$ cat src/rtl/isc_pkg.sv
/*
	Shared constants and types for the instrument status condition register bank.
	Assumes one clock domain and the command port defined by isc_cmd_s.
*/
package isc_pkg;

	// ==========================================================
	// Register widths
	localparam int unsigned COND_WIDTH = 16;
	localparam int unsigned SB_WIDTH   = 8;
	localparam int unsigned NUM_GROUPS = 2;
	localparam int unsigned GRP_OPER   = 0;
	localparam int unsigned GRP_QUES   = 1;

	// ==========================================================
	// Normal-activity bit positions
	localparam int unsigned OPER_WAIT_TRIG_BIT  = 5;
	localparam int unsigned OPER_TRANS_ARM_BIT  = 6;
	localparam int unsigned OPER_CONST_VOLT_BIT = 8;
	localparam int unsigned OPER_TRANS_DONE_BIT = 9;
	localparam int unsigned OPER_CONST_CURR_BIT = 10;
	localparam int unsigned OPER_SAMPLE_BIT     = 11;
	localparam int unsigned OPER_LIST_DONE_BIT  = 12;
	localparam int unsigned OPER_LIST_RUN_BIT   = 14;

	// ==========================================================
	// Signal-quality bit positions
	localparam int unsigned QUES_VOLT_MODE_BIT = 0;
	localparam int unsigned QUES_CURR_MODE_BIT = 1;
	localparam int unsigned QUES_THERMAL_BIT   = 3;
	localparam int unsigned QUES_SLAVE_BIT     = 6;
	localparam int unsigned QUES_VOLT_PROT_BIT = 12;
	localparam int unsigned QUES_CURR_PROT_BIT = 13;
	localparam int unsigned QUES_SINKING_BIT   = 14;

	// ==========================================================
	// Readable condition masks; everything else reads zero
	localparam logic [COND_WIDTH-1:0] OPER_COND_MASK = 16'h4D60;
	localparam logic [COND_WIDTH-1:0] QUES_COND_MASK = 16'h704B;
	localparam logic [COND_WIDTH-1:0] COND_RESET     = 16'h0000;
	localparam logic [COND_WIDTH-1:0] ENABLE_RESET   = 16'h0000;

	// ==========================================================
	// Status byte layout
	localparam int unsigned SB_ERR_QUEUE_BIT = 2;
	localparam int unsigned SB_QUES_SUM_BIT  = 3;
	localparam int unsigned SB_MSG_AVAIL_BIT = 4;
	localparam int unsigned SB_STD_EVT_BIT   = 5;
	localparam int unsigned SB_SRQ_BIT       = 6;
	localparam int unsigned SB_OPER_SUM_BIT  = 7;
	localparam logic [SB_WIDTH-1:0] SB_RESET = 8'h00;

	// ==========================================================
	// Command port
	typedef enum logic [3:0]
	{
		ISC_SEL_OPER_COND   = 4'h0,
		ISC_SEL_OPER_EVENT  = 4'h1,
		ISC_SEL_OPER_ENABLE = 4'h2,
		ISC_SEL_QUES_COND   = 4'h3,
		ISC_SEL_QUES_EVENT  = 4'h4,
		ISC_SEL_QUES_ENABLE = 4'h5,
		ISC_SEL_STATUS_BYTE = 4'h6,
		ISC_SEL_SRQ_ENABLE  = 4'h7
	} isc_sel_e;

	typedef struct packed
	{
		logic                  valid;
		logic                  write;
		isc_sel_e              sel;
		logic [COND_WIDTH-1:0] wdata;
	} isc_cmd_s;

	typedef struct packed
	{
		logic                  valid;
		logic [COND_WIDTH-1:0] rdata;
	} isc_rsp_s;

	// Raw device status levels, all from outside the clock domain
	typedef struct packed
	{
		logic trigEnabled;
		logic trigSourceExt;
		logic trigInputN;
		logic transientArmed;
		logic regulationCv;
		logic regulationCc;
		logic transientDone;
		logic sampleComplete;
		logic listDone;
		logic listRunning;
		logic thermalFault;
		logic slaveFault;
		logic voltProtFault;
		logic currProtFault;
		logic extRefEnabled;
		logic sinking;
		logic errQueueNotEmpty;
		logic msgAvailable;
		logic stdEventSummary;
	} isc_pins_s;

	localparam int unsigned PIN_WIDTH = $bits(isc_pins_s);

endpackage

$ cat src/rtl/isc_regs.sv
/*
	Status condition register bank: normal-activity and signal-quality
	condition registers with event latching, enables, status byte and service request.
	Assumes raw status levels arrive asynchronously and commands come from the
	instrument command parser on ref_clk, one per cycle at most.
*/
`timescale 1ns/100ps

module isc_regs
(
	input  wire logic               ref_clk,
	input  wire logic               resetn,
	input  wire isc_pkg::isc_pins_s pins,
	input  wire isc_pkg::isc_cmd_s  cmd,
	output isc_pkg::isc_rsp_s       rsp_reg,
	output logic                    srq_reg
);
	import isc_pkg::*;

	// ==========================================================
	// Reset release
	logic rstMeta;
	logic rstN;

	always_ff @(posedge ref_clk or negedge resetn)
	begin
		if (!resetn)
		begin
			rstMeta <= 1'b0;
			rstN    <= 1'b0;
		end
		else
		begin
			rstMeta <= 1'b1;
			rstN    <= rstMeta;
		end
	end

	// ==========================================================
	// Pin synchronisers
	logic [PIN_WIDTH-1:0] pinMeta;
	logic [PIN_WIDTH-1:0] pinSyncVec;
	isc_pins_s            pinSync;
	isc_pins_s            pinPrev;

	always_ff @(posedge ref_clk or negedge rstN)
	begin
		if (!rstN)
		begin
			pinMeta    <= '0;
			pinSyncVec <= '0;
		end
		else
		begin
			pinMeta    <= pins;
			pinSyncVec <= pinMeta;
		end
	end

	assign pinSync = isc_pins_s'(pinSyncVec);

	// Previous synced value, only for completion edge detection
	always_ff @(posedge ref_clk or negedge rstN)
	begin
		if (!rstN)
			pinPrev <= '0;
		else
			pinPrev <= pinSync;
	end

	// ==========================================================
	// Awaiting-trigger flag
	logic awaiting_trigger_flag_reg;
	logic awaiting_trigger_flag_next;

	// Externally sourced trigger held low keeps the flag up until the pin returns high
	always_comb
	begin
		awaiting_trigger_flag_next = pinSync.trigEnabled | (pinSync.trigSourceExt & ~pinSync.trigInputN);
	end

	always_ff @(posedge ref_clk or negedge rstN)
	begin
		if (!rstN)
			awaiting_trigger_flag_reg <= 1'b0;
		else
			awaiting_trigger_flag_reg <= awaiting_trigger_flag_next;
	end

	// ==========================================================
	// Condition assembly
	logic [COND_WIDTH-1:0] operCond;
	logic [COND_WIDTH-1:0] operPulse;
	logic [COND_WIDTH-1:0] quesCond;
	logic                  anyProt;

	always_comb
	begin
		operCond                      = '0;
		operCond[OPER_WAIT_TRIG_BIT]  = awaiting_trigger_flag_reg;
		operCond[OPER_TRANS_ARM_BIT]  = pinSync.transientArmed;
		operCond[OPER_CONST_VOLT_BIT] = pinSync.regulationCv;
		operCond[OPER_CONST_CURR_BIT] = pinSync.regulationCc;
		operCond[OPER_SAMPLE_BIT]     = pinSync.sampleComplete;
		operCond[OPER_LIST_RUN_BIT]   = pinSync.listRunning;
		operCond                      = operCond & OPER_COND_MASK;
	end

	// Completion events exist only as one-cycle pulses, so no condition bit holds them
	always_comb
	begin
		operPulse                      = '0;
		operPulse[OPER_TRANS_DONE_BIT] = pinSync.transientDone & ~pinPrev.transientDone;
		operPulse[OPER_LIST_DONE_BIT]  = pinSync.listDone & ~pinPrev.listDone;
	end

	assign anyProt = pinSync.voltProtFault | pinSync.currProtFault;

	always_comb
	begin
		quesCond                     = '0;
		quesCond[QUES_VOLT_MODE_BIT] = pinSync.regulationCc;
		quesCond[QUES_CURR_MODE_BIT] = pinSync.regulationCv;
		quesCond[QUES_THERMAL_BIT]   = pinSync.thermalFault;
		quesCond[QUES_SLAVE_BIT]     = pinSync.slaveFault;
		quesCond[QUES_VOLT_PROT_BIT] = pinSync.voltProtFault | (pinSync.extRefEnabled & anyProt);
		quesCond[QUES_CURR_PROT_BIT] = pinSync.currProtFault | (pinSync.extRefEnabled & anyProt);
		quesCond[QUES_SINKING_BIT]   = pinSync.sinking;
		quesCond                     = quesCond & QUES_COND_MASK;
	end

	// ==========================================================
	// Command decoding
	function automatic logic selIs(input isc_cmd_s c, input isc_sel_e s, input logic wr);
		selIs = c.valid && (c.write == wr) && (c.sel == s);
	endfunction

	logic [COND_WIDTH-1:0] grpCondIn    [NUM_GROUPS];
	logic [COND_WIDTH-1:0] grpPulseIn   [NUM_GROUPS];
	logic                  grpReadEvent [NUM_GROUPS];
	logic                  grpWriteEn   [NUM_GROUPS];
	logic [COND_WIDTH-1:0] grpCond      [NUM_GROUPS];
	logic [COND_WIDTH-1:0] grpEvent     [NUM_GROUPS];
	logic [COND_WIDTH-1:0] grpEnable    [NUM_GROUPS];
	logic                  grpSummary   [NUM_GROUPS];

	assign grpCondIn[GRP_OPER]    = operCond;
	assign grpCondIn[GRP_QUES]    = quesCond;
	assign grpPulseIn[GRP_OPER]   = operPulse;
	assign grpPulseIn[GRP_QUES]   = '0;
	assign grpReadEvent[GRP_OPER] = selIs(cmd, ISC_SEL_OPER_EVENT, 1'b0);
	assign grpReadEvent[GRP_QUES] = selIs(cmd, ISC_SEL_QUES_EVENT, 1'b0);
	assign grpWriteEn[GRP_OPER]   = selIs(cmd, ISC_SEL_OPER_ENABLE, 1'b1);
	assign grpWriteEn[GRP_QUES]   = selIs(cmd, ISC_SEL_QUES_ENABLE, 1'b1);

	// ==========================================================
	// Register groups
	genvar g;
	generate
		for (g = 0; g < NUM_GROUPS; g++)
		begin : gGroup
			isc_status_group
			#(
				.WIDTH (COND_WIDTH)
			)
			uGroup
			(
				.clk         (ref_clk),
				.rstN        (rstN),
				.condIn      (grpCondIn[g]),
				.pulseIn     (grpPulseIn[g]),
				.readEvent   (grpReadEvent[g]),
				.writeEnable (grpWriteEn[g]),
				.wdata       (cmd.wdata),
				.cond_reg    (grpCond[g]),
				.event_reg   (grpEvent[g]),
				.enable_reg  (grpEnable[g]),
				.summary_reg (grpSummary[g])
			);
		end
	endgenerate

	// ==========================================================
	// Status byte and service request
	logic [SB_WIDTH-1:0] srqEnable_reg;
	logic [SB_WIDTH-1:0] statusByte;
	logic                srqBit;

	always_ff @(posedge ref_clk or negedge rstN)
	begin
		if (!rstN)
			srqEnable_reg <= SB_RESET;
		else if (selIs(cmd, ISC_SEL_SRQ_ENABLE, 1'b1))
			srqEnable_reg <= cmd.wdata[SB_WIDTH-1:0];
	end

	always_comb
	begin
		statusByte                   = '0;
		statusByte[SB_ERR_QUEUE_BIT] = pinSync.errQueueNotEmpty;
		statusByte[SB_QUES_SUM_BIT]  = grpSummary[GRP_QUES];
		statusByte[SB_MSG_AVAIL_BIT] = pinSync.msgAvailable;
		statusByte[SB_STD_EVT_BIT]   = pinSync.stdEventSummary;
		statusByte[SB_OPER_SUM_BIT]  = grpSummary[GRP_OPER];
		// Bit 6 is its own result, so it is excluded from the AND-OR
		srqBit                       = |((statusByte & srqEnable_reg) & ~(SB_RESET | (8'h01 << SB_SRQ_BIT)));
		statusByte[SB_SRQ_BIT]       = srqBit;
	end

	always_ff @(posedge ref_clk or negedge rstN)
	begin
		if (!rstN)
			srq_reg <= 1'b0;
		else
			srq_reg <= srqBit;
	end

	// ==========================================================
	// Read response, one cycle after the command; unmapped selects read zero
	isc_rsp_s rsp_next;

	always_comb
	begin
		rsp_next.valid = cmd.valid;
		rsp_next.rdata = '0;
		if (cmd.valid && !cmd.write)
		begin
			case (cmd.sel)
				ISC_SEL_OPER_COND:   rsp_next.rdata = grpCond[GRP_OPER] & OPER_COND_MASK;
				ISC_SEL_OPER_EVENT:  rsp_next.rdata = grpEvent[GRP_OPER];
				ISC_SEL_OPER_ENABLE: rsp_next.rdata = grpEnable[GRP_OPER];
				ISC_SEL_QUES_COND:   rsp_next.rdata = grpCond[GRP_QUES] & QUES_COND_MASK;
				ISC_SEL_QUES_EVENT:  rsp_next.rdata = grpEvent[GRP_QUES];
				ISC_SEL_QUES_ENABLE: rsp_next.rdata = grpEnable[GRP_QUES];
				ISC_SEL_STATUS_BYTE: rsp_next.rdata = {{(COND_WIDTH-SB_WIDTH){1'b0}}, statusByte};
				ISC_SEL_SRQ_ENABLE:  rsp_next.rdata = {{(COND_WIDTH-SB_WIDTH){1'b0}}, srqEnable_reg};
				default:             rsp_next.rdata = '0;
			endcase
		end
	end

	always_ff @(posedge ref_clk or negedge rstN)
	begin
		if (!rstN)
			rsp_reg <= '0;
		else
			rsp_reg <= rsp_next;
	end

endmodule

$ cat src/rtl/isc_status_group.sv
/*
	One condition / event / enable register group with its summary bit.
	Assumes the condition input is already masked and synchronous to clk.
*/
`timescale 1ns/100ps

module isc_status_group
#(
	parameter int unsigned WIDTH = isc_pkg::COND_WIDTH
)
(
	input  wire logic             clk,
	input  wire logic             rstN,
	input  wire logic [WIDTH-1:0] condIn,
	input  wire logic [WIDTH-1:0] pulseIn,
	input  wire logic             readEvent,
	input  wire logic             writeEnable,
	input  wire logic [WIDTH-1:0] wdata,
	output logic      [WIDTH-1:0] cond_reg,
	output logic      [WIDTH-1:0] event_reg,
	output logic      [WIDTH-1:0] enable_reg,
	output logic                  summary_reg
);
	import isc_pkg::*;

	// ==========================================================
	// Parameter check
	if (WIDTH < 1 || WIDTH > COND_WIDTH)
	begin : gWidthCheck
		$error("isc_status_group: WIDTH out of range");
	end

	logic [WIDTH-1:0] rise;
	logic [WIDTH-1:0] event_next;

	// ==========================================================
	// Condition and edge capture
	always_ff @(posedge clk or negedge rstN)
	begin
		if (!rstN)
			cond_reg <= COND_RESET[WIDTH-1:0];
		else
			cond_reg <= condIn;
	end

	assign rise = (condIn & ~cond_reg) | pulseIn;

	// Set wins over the read-clear so an edge in the read cycle survives
	always_comb
	begin
		event_next = event_reg;
		if (readEvent)
			event_next = '0;
		event_next = event_next | rise;
	end

	always_ff @(posedge clk or negedge rstN)
	begin
		if (!rstN)
			event_reg <= COND_RESET[WIDTH-1:0];
		else
			event_reg <= event_next;
	end

	// ==========================================================
	// Enable and summary
	always_ff @(posedge clk or negedge rstN)
	begin
		if (!rstN)
			enable_reg <= ENABLE_RESET[WIDTH-1:0];
		else if (writeEnable)
			enable_reg <= wdata;
	end

	always_ff @(posedge clk or negedge rstN)
	begin
		if (!rstN)
			summary_reg <= 1'b0;
		else
			summary_reg <= |(event_next & enable_reg);
	end

endmodule

$ cat config.mk
export PLATFORM = sky130hd
export DESIGN_NAME = isc_regs
export DESIGN_NICKNAME = d
export VERILOG_FILES = /design/src/rtl/isc_pkg.sv /design/src/rtl/isc_regs.sv /design/src/rtl/isc_status_group.sv
export SDC_FILE = /design/constraint.sdc
export NUM_CORES = 1
export LEC_CHECK = 0
export BUFFER_PORTS_ARGS = -buffer_cell sky130_fd_sc_hd__buf_2
export CORE_MARGIN = 2
export CORE_UTILIZATION = 28
export CTS_CLUSTER_SIZE = 30
export DETAILED_ROUTE_END_ITERATION = 12
export GPL_TIMING_DRIVEN = 1
export HOLD_SLACK_MARGIN = 0.02
export SLEW_MARGIN = 20
export SYNTH_ARGS = -nofsm -noshare
export SYNTH_HDL_FRONTEND = slang
export SYNTH_SLANG_ARGS = --single-unit
export TNS_END_PERCENT = 10
$ cat constraint.sdc
create_clock -name ref_clk -period 10.8 [get_ports ref_clk]
set_input_delay 3.24 -clock ref_clk [delete_from_list [all_inputs] [get_ports ref_clk]]
set_output_delay 3.24 -clock ref_clk [all_outputs]
set_load 0.01 [all_outputs]
==> results of run 1 <==
-- power by group through the flow --
stage          combinational, mW  sequential (mW)  clock, mW
3_5_place_dp               0.101            0.649          0
6_report                   0.101            0.640      0.591
2_1_floorplan             0.0686            0.634          0
4_1_cts                    0.102            0.640      0.606
5_1_grt                    0.112            0.645      0.631
3_3_place_gp              0.0983            0.648          0
-- layout make-up --
| class | count | area (um^2) | area share (%) |
|---|---|---|---|
| clock buffer | 17 | 425 | 6.36 |
| clock inverter | 15 | 168 | 2.51 |
| inverter | 8 | 30.0 | 0.449 |
| multi-input combinational | 227 | 1760 | 26.3 |
| sequential | 146 | 3660 | 54.7 |
| tap | 265 | 332 | 4.96 |
| timing repair buffer | 62 | 319 | 4.77 |
-- logic make-up after synthesis --
| group | after synthesis |
|---|---|
| AOI/OAI and AO/OA | 90 |
| buffers and inverters | 28 |
| DFF | 146 |
| muxes | 48 |
| other | 1 |
| and+or+nand+nor | 88 |
-- worst max-delay path: cells and delay by family --
kind | cells | cell delay [ns]
AND/OR/NAND/NOR | 3 | 1.43
AO/OA/AOI/OAI | 2 | 0.76
buffers and inverters | 1 | 0.37
-- worst max-delay path by stage --
| stage | from | to | slack [ns] |
|---|---|---|---|
| finish | cmd[16] | gGroup[0].uGroup.summary_reg | 5.27 |
| global route | cmd[16] | gGroup[0].uGroup.summary_reg | 5.22 |
| CTS | cmd[18] | gGroup[1].uGroup.enable_reg[4] | 5.42 |
| detailed placement | cmd[16] | gGroup[0].uGroup.summary_reg | 4.95 |
| global placement | cmd[16] | gGroup[0].uGroup.summary_reg | 5.05 |
| floorplan | cmd[17] | gGroup[0].uGroup.summary_reg | 6.07 |
-- cells in the mapped netlist (4+ instances only) --
library cell,n,area share (%)
dfrtp_1,146,66
mux2_2,43,8.7
nand2_1,21,1.4
and2_1,17,1.9
a21oi_1,16,1.4
a222oi_1,16,2.9
a22oi_1,16,2.2
a21o_1,10,1.4
a22o_1,10,1.6
nor2_1,9,0.61
nor2b_1,9,1.0
clkbuf_1,8,0.54
inv_1,8,0.54
o21ai_0,8,0.72
buf_2,6,0.54
a31oi_1,5,0.56
and3_1,5,0.56
buf_6,4,0.81
nand3b_1,4,0.54
nand4_1,4,0.45
-- cells in the final DEF (no fill, tap or decap), drive strengths merged, types with 2 or more instances in the layout --
cell      synthesis  final
buf              12     62
clkinv            0      8
a21oi            16     16
nand2            22     22
and3              5      5
bufinv            0      3
mux2i             3      3
nor2              9      9
clkbuf            8     17
nand3b            4      4
dfrtp           146    146
a22oi            16     16
nor4b             2      2
inv               8      8
a221oi            2      2
clkinvlp          0      4
a22o             11     11
a222oi           16     16
o21ai             9      9
nor3              3      3
nand2b            3      3
and2             17     17
a31oi             5      5
nand4             4      4
a21boi            2      2
a21o             10     10
nor2b             9      9
mux2             45     45
nor3b             3      3
and2b             3      3
-- per-layer routing --
metal,vias to the layer above,share of wire (%),global-route usage [%]
met5,-,0.20,0
met4,4,1.9,4.96
met3,24,8.3,4.80
met2,157,48,22.5
met1,1864,42,18.1
li1,1579,-,-
==> impl_metrics.csv, run 1 <==
group,metric,value,unit
outcome,outcome,"finished, final reports clean",
sta,fin_crit_sh,51.2,%
sta,fin_hold_ws,0.343,ns
clocking,cts_root_buf,"clkbuf_16",
floorplanning,fp.dieH,145,um
setup_path,critPathMaxStageDelay,0.78,ns
pwr,vdd_drop_max,0.000119,V
layout,n_antenna_cell,0,
sta,skew,0.00744,ns
logic_synthesis,synth_top_family_by_area,"compound AO/OA/AOI/OAI gates",
global_route,grt_max_degree,82,
floorplanning,num_io_pins,61,
setup_path,reg2reg_from,"rstN",
sta,min_period,5.53,ns
logic_synthesis,synthAdderAreaFrac,0,%
clocking,clockBufferDepth,2,
floorplanning,coreArea,0.0195,mm^2
global_route,gr-total-overflow,0,
job,max_cap_violations,0,
min_path,holdPathEnd,"pinSync[12]",
layout,utilization,34.4,%
setup_path,cp_slowest_cell,"nor4b_4",
floorplanning,die_area,0.0210,mm^2
clocking,cts.sinks,146,
min_path,min_path_type,"reg -> reg",
logic_synthesis,syn_area,0.00555,mm^2
routing,vias_per_cell,4.90,
placement,gp_congestion,0.947,
clocking,htree_num_levels,4,
pwr,p_total,1.33,mW
layout,fin_nets,505,
pwr,pwr-share-clk,44.4,%
setup_path,crit_type,"in -> reg",
logic_synthesis,yosysWarnings,0,
logic_synthesis,synth_compound_area_share,12.3,%
sta,fmax,181,MHz
setup_path,ff2ff_setup_slack,9.17,ns
min_path,whs_path_depth,0,
logic_synthesis,synth_cells,401,
placement,portBuffers,60,
clocking,cts-resized-gates,0,
sta,slew_viol_final,0,
logic_synthesis,synthDistinctLibCells,41,
placement,place_inst,708,
routing,wl,13900,um
logic_synthesis,synth-xor-area-share,0,%
pwr,power_frac_comb,7.6,%
routing,ant_nets,0,
min_path,worstHoldStart,"pinMeta[12]",
routing,drc,0,
sta,rsz0062_at_grt,"false",
floorplanning,initial_core_util,28.5,%
clocking,clock_latency,0.42,ns
logic_synthesis,synthSimpleGateAreaFrac,9.62,%
placement,hpwl,9480,um
logic_synthesis,ys.flop_type,"dfrtp_1",
sta,hold_viol_final,0,
routing,vias,3628,
sta,fin_setup_tns,0,ns
logic_synthesis,synthMuxAreaShare,9.67,%
clocking,post_cts_buffers,0,
layout,fin_area,0.00669,mm^2
placement,dp_slack,4.95,ns
logic_synthesis,ys_seq_area_share,65.8,%
logic_synthesis,synth.avg_cell_area,13.8,um^2
clocking,numCtsBuffers,17,
clocking,postCtsHoldBufs,0,
layout,fin_cells,740,
layout,fill_cells,1913,
pwr,p_sw_share,24.4,%
logic_synthesis,synth_edf_count,0,
global_route,grt_pass1_wl,21700,um
routing,drt_iter0_markers,459,
floorplanning,die_w,145,um
setup_path,cp_cell_sequence,"buf_2 > nor4b_4 > nand2_1 > a22o_4 > a2111oi_2 > nand4_1",
setup_path,reg2regPathDepth,1,
logic_synthesis,syn-num-nets,444,
clocking,cts_tree,"built",
sta,relSlewSlack,34.0,%
layout,area_growth,20.4,%
sta,setup_ws,5.27,ns
logic_synthesis,ys_ff_latch,146,
routing,first_pass_iters,6,
sta,finalSetupViolCount,0,
layout,drive_gt1_share,31.2,%
setup_path,required,11.09,ns
setup_path,start_kind,"input pin",
logic_synthesis,async_reset_ff_share,100,%
global_route,grt_pass1_vias,3699,
sta,worst_pin_slew,0.990,ns
pwr,internal-power,1.01,mW
setup_path,cp_data_arrival_time,5.82,ns
pwr,seqPwrFrac,48.0,%
pwr,total_leakage_power,2.98,nW
setup_path,cp_max_fo,24,
routing,wl_per_cell,18.8,um
global_route,grt_use_total,14.2,%
clocking,clk_pin_slew_worst_paths,0.06,ns
floorplanning,rows,51,
pwr,switchingPower,0.326,mW
placement,placed_area,0.00609,mm^2
setup_path,cp-end-kind,"flop",
pwr,power_density,199,mW/mm^2
setup_path,r2r-end,"gGroup[0].uGroup.event_reg[4]",
global_route,antenna_found_initial,2,
No activity file was read; power rests on OpenSTA's default activity.
==> inputs of run 2 (changes only) <==
Clock period 10.8 ns to 5.7 ns, I/O delays scaled along.
==> impl_metrics.csv, run 2 (synthesized netlist as in run 1, its figures left out) <==
group,metric,value,unit
setup_path,startpoint,"cmd[16]",
floorplanning,rows,51,
clocking,clockBufferDepth,2,
global_route,antenna_found_initial,2,
setup_path,crit_type,"in -> reg",
routing,wl_per_cell,18.7,um
clocking,cts_root_buf,"clkbuf_16",
pwr,pwr-share-clk,43.8,%
sta,skew,0.0197,ns
global_route,grt_pass1_wl,21900,um
clocking,cts-resized-gates,0,
setup_path,cp-end-kind,"flop",
sta,rsz0062_at_grt,"false",
setup_path,cp_max_fo,24,
clocking,numCtsBuffers,17,
sta,fin_setup_tns,0,ns
layout,fill_cells,1884,
layout,final_common_cell,"dfrtp_1",
clocking,clk_pin_slew_worst_paths,0.06,ns
floorplanning,coreArea,0.0195,mm^2
routing,drt_iter0_markers,403,
sta,worst_pin_slew,0.994,ns
clocking,postCtsHoldBufs,0,
job,max_cap_violations,0,
sta,min_period,4.04,ns
placement,portBuffers,60,
pwr,power_frac_comb,7.9,%
layout,drive_gt1_share,31.1,%
setup_path,reg2regPathDepth,5,
layout,area_growth,20.8,%
setup_path,required,5.98,ns
pwr,power_density,373,mW/mm^2
routing,vias,3655,
setup_path,cp_data_arrival_time,4.32,ns
outcome,outcome,"finished, final reports clean",
sta,slew_viol_final,0,
sta,fin_hold_ws,0.313,ns
pwr,internal-power,1.88,mW
placement,gp_congestion,0.880,
pwr,total_leakage_power,2.98,nW
setup_path,start_kind,"input pin",
clocking,cts_tree,"built",
routing,vias_per_cell,4.93,
routing,ant_nets,0,
sta,finalSetupViolCount,0,
clocking,clock_latency,0.43,ns
sta,relSlewSlack,33.7,%
routing,first_pass_iters,10,
global_route,grt_pass1_vias,3830,
routing,wl,13900,um
clocking,htree_num_levels,4,
pwr,switchingPower,0.624,mW
pwr,seqPwrFrac,48.3,%
floorplanning,num_io_pins,61,
global_route,grt_max_degree,87,
clocking,post_cts_buffers,0,
floorplanning,initial_core_util,28.5,%
setup_path,crit_end,"gGroup[0].uGroup.summary_reg",
layout,layout_common_cells,"dfrtp_1, buf_2, mux2_2",
layout,fin_nets,506,
pwr,p_sw_share,24.9,%
floorplanning,die_w,145,um
sta,fin_crit_sh,70.8,%
setup_path,r2r-end,"gGroup[0].uGroup.summary_reg",
setup_path,reg2reg_from,"gGroup[0].uGroup.cond_reg[5]",
floorplanning,die_area,0.0210,mm^2
routing,drc,0,
global_route,gr-total-overflow,0,
floorplanning,fp.dieH,145,um
sta,hold_viol_final,0,
clocking,cts.sinks,146,
min_path,min_path_type,"reg -> async",
setup_path,ff2ff_setup_slack,4.22,ns
global_route,grt_use_total,14.2,%
placement,hpwl,9560,um
pwr,vdd_drop_max,0.000206,V
sta,fmax,248,MHz
run 2: cell types whose count changed in the layout (fill, tap and decap cells not counted), sizes merged:
cell | previous run | this run
inv | 8 | 12
buf | 62 | 63
bufinv | 3 | 2
clkinv | 8 | 4
clkbuf | 17 | 18
diode | 0 | 1
run 2: final cells by class:
type	count	area, um^2	share of cell area, %
Timing Repair Buffer	63	343	5.11
Antenna cell	1	2.50	0.0373
Multi-Input combinational cell	227	1760	26.2
Tap cell	265	332	4.94
Sequential cell	146	3660	54.5
Clock inverter	14	156	2.33
Clock buffer	18	429	6.40
Inverter	8	30.0	0.448
run 2: metal layers:
layer  routed length [um]  global-route usage [%]  up-vias
met4                  211                    5.26        2
met5                   17                       0        -
met1                 5870                    18.3     1860
li1                     -                       -     1590
met3                 1010                    4.57       27
met2                 6760                    22.4      176
run 2: power by group through the flow:
| stage | logic, mW | clock network, mW | registers, mW |
|---|---|---|---|
| floorplan | 0.130 | 0 | 1.20 |
| global route | 0.220 | 1.17 | 1.22 |
| CTS | 0.192 | 1.13 | 1.21 |
| global placement | 0.186 | 0 | 1.23 |
| finish | 0.198 | 1.09 | 1.21 |
| detailed placement | 0.191 | 0 | 1.23 |
run 2: worst min path at each step:
| stage | startpoint | to | slack [ns] | cells past startpoint |
|---|---|---|---|---|
| finish | rstN | pinMeta[6] | 0.31 | 0 |
| global route | pinMeta[13] | pinSync[13] | 0.35 | 0 |
| CTS | pinMeta[13] | pinSync[13] | 0.34 | 0 |
| detailed placement | pinMeta[4] | pinSync[4] | 0.33 | 0 |
| global placement | pinMeta[18] | pinSync[18] | 0.33 | 0 |
| floorplan | pinMeta[0] | pinSync[0] | 0.33 | 0 |
run 2: through the flow:
step | power [mW] | area, um^2 | cells | utilization (%) | worst slack [ns]
final | 2.50 | 6710 | 742 | 34.5 | 1.66
after global routing | 2.61 | 6710 | 742 | 34.5 | 1.48
after CTS | 2.54 | 6680 | 740 | 34.3 | 1.75
after detailed placement | 1.42 | 6090 | 708 | 31.3 | 1.32
after global placement | 1.42 | 6090 | 708 | 31.3 | 1.45
after floorplan | 1.33 | 5550 | 401 | - | 1.33
run 2: critical path: stages:
cell,delay [ns]
buf_2,0.38
nor4b_4,0.77
nand2_1,0.54
a22o_4,0.39
a2111oi_2,0.36
nand4_1,0.15
==> inputs of run 3 (changes only) <==
Clock period 5.7 ns to 4.15 ns, I/O delays scaled along.
==> impl_metrics.csv, run 3 (synthesized netlist as in run 1, its figures left out) <==
group,metric,value,unit
outcome,outcome,"finished, final reports clean",
min_path,worstHoldStart,"pinMeta[6]",
sta,skew,0.00542,ns
placement,portBuffers,60,
clocking,cts_root_buf,"clkbuf_16",
sta,slew_viol_final,0,
placement,gp_congestion,0.881,
layout,fin_nets,511,
global_route,met2_usage,22.3,%
setup_path,r2r-end,"gGroup[1].uGroup.summary_reg",
routing,drt_iter0_markers,408,
layout,final_common_cell,"dfrtp_1",
setup_path,reg2reg_from,"pinSync[4]",
pwr,power_density,511,mW/mm^2
setup_path,cp-end-kind,"flop",
setup_path,cp_max_fo,24,
clocking,cts.sinks,146,
floorplanning,fp.dieH,145,um
setup_path,crit_type,"in -> reg",
global_route,gr-total-overflow,0,
setup_path,start_kind,"input pin",
global_route,grt_use_total,14.8,%
clocking,postCtsHoldBufs,0,
global_route,busiest_layer,"met2",
floorplanning,coreArea,0.0195,mm^2
routing,first_pass_iters,5,
global_route,grt_pass1_wl,22700,um
floorplanning,initial_core_util,28.5,%
setup_path,required,4.44,ns
global_route,antenna_found_initial,1,
clocking,cts-resized-gates,0,
min_path,holdPathEnd,"pinSync[6]",
global_route,grtUsageMet3,4.08,%
pwr,total_leakage_power,3.02,nW
floorplanning,rows,51,
sta,min_period,2.81,ns
global_route,use_met1,19.4,%
routing,drc,0,
layout,area_growth,21.6,%
sta,rsz0062_at_grt,"false",
min_path,min_path_type,"reg -> reg",
clocking,post_cts_buffers,0,
clocking,numCtsBuffers,17,
routing,vias,3644,
clocking,cts_tree,"built",
layout,n_antenna_cell,0,
layout,layout_common_cells,"dfrtp_1, buf_2, mux2_2",
layout,drive_gt1_share,32.0,%
pwr,p_total,3.45,mW
sta,worst_pin_slew,0.854,ns
layout,utilization,34.7,%
job,max_cap_violations,0,
min_path,whs_path_depth,0,
floorplanning,die_area,0.0210,mm^2
setup_path,cp_data_arrival_time,3.11,ns
setup_path,reg2regPathDepth,5,
clocking,htree_num_levels,4,
clocking,clk_pin_slew_worst_paths,0.06,ns
sta,fin_crit_sh,67.8,%
routing,vias_per_cell,4.88,
sta,relSlewSlack,43.1,%
routing,wl_per_cell,19.3,um
routing,ant_nets,0,
floorplanning,num_io_pins,61,
global_route,grt_pass1_vias,3945,
setup_path,ff2ff_setup_slack,2.50,ns
sta,hold_viol_final,0,
sta,fmax,356,MHz
floorplanning,die_w,145,um
placement,hpwl,10100,um
clocking,clock_latency,0.42,ns
routing,wl,14400,um
sta,finalSetupViolCount,0,
sta,fin_setup_tns,0,ns
global_route,grt_max_degree,85,
pwr,vdd_drop_max,0.000294,V
clocking,clockBufferDepth,2,
layout,fill_cells,1913,
run 3: changes by cell type in the layout (fill, tap and decap cells not counted):
cell	delta
buf_12	+2
buf_16	-1
buf_4	+4
clkbuf_1	-1
clkbuf_8	+1
clkinv_2	+1
clkinv_4	+1
clkinvlp_4	-1
diode_2	-1
inv_6	-1
run 3: metal layers:
metal,vias up,part of all wire [%]
met1,1840,44
met2,164,46
met3,35,7.1
li1,1603,-
met4,2,3.4
met5,-,0.069
run 3: power breakdown:
group          total [mW]  internal, mW  switching (mW)
clock network        1.52         0.906           0.612
logic               0.275         0.139           0.136
registers            1.66          1.55           0.114
total                3.45          2.59           0.862
run 3: through the flow:
step	hold WS (ns)	cell area (um^2)	setup WS [ns]	cells
2_1_floorplan	0.331	5550	1.42	401
3_3_place_gp	0.332	6160	1.00	714
3_5_place_dp	0.335	6160	0.903	714
4_1_cts	0.349	6750	1.36	746
5_1_grt	0.353	6750	1.18	746
6_report	0.347	6750	1.34	746
run 3: how the worst max path moves through the flow:
stage	start	end	slack, ns	cells past startpoint
after floorplan	cmd[17]	gGroup[0].uGroup.summary_reg	1.42	6
after global placement	cmd[18]	gGroup[1].uGroup.enable_reg[10]	1.00	6
after detailed placement	cmd[16]	gGroup[0].uGroup.summary_reg	0.90	6
after CTS	cmd[16]	gGroup[0].uGroup.summary_reg	1.36	6
after global routing	cmd[16]	gGroup[0].uGroup.summary_reg	1.18	6
final	cmd[16]	gGroup[0].uGroup.summary_reg	1.34	6
run 3: layout make-up:
class | instances | area, um^2 | area share [%]
clock inverters | 14 | 154 | 2.28
repair buffers | 68 | 385 | 5.71
multi-input cells | 227 | 1760 | 26.0
flip-flops and latches | 146 | 3660 | 54.1
clock buffers | 18 | 439 | 6.50
inverters | 8 | 30.0 | 0.445
well taps | 265 | 332 | 4.91
run 3: critical path, stage by stage:
cell	delay, ns
buf_2	0.36
nor4b_4	0.30
nand2_1	0.34
a22o_4	0.35
a2111oi_2	0.37
nand4_1	0.13
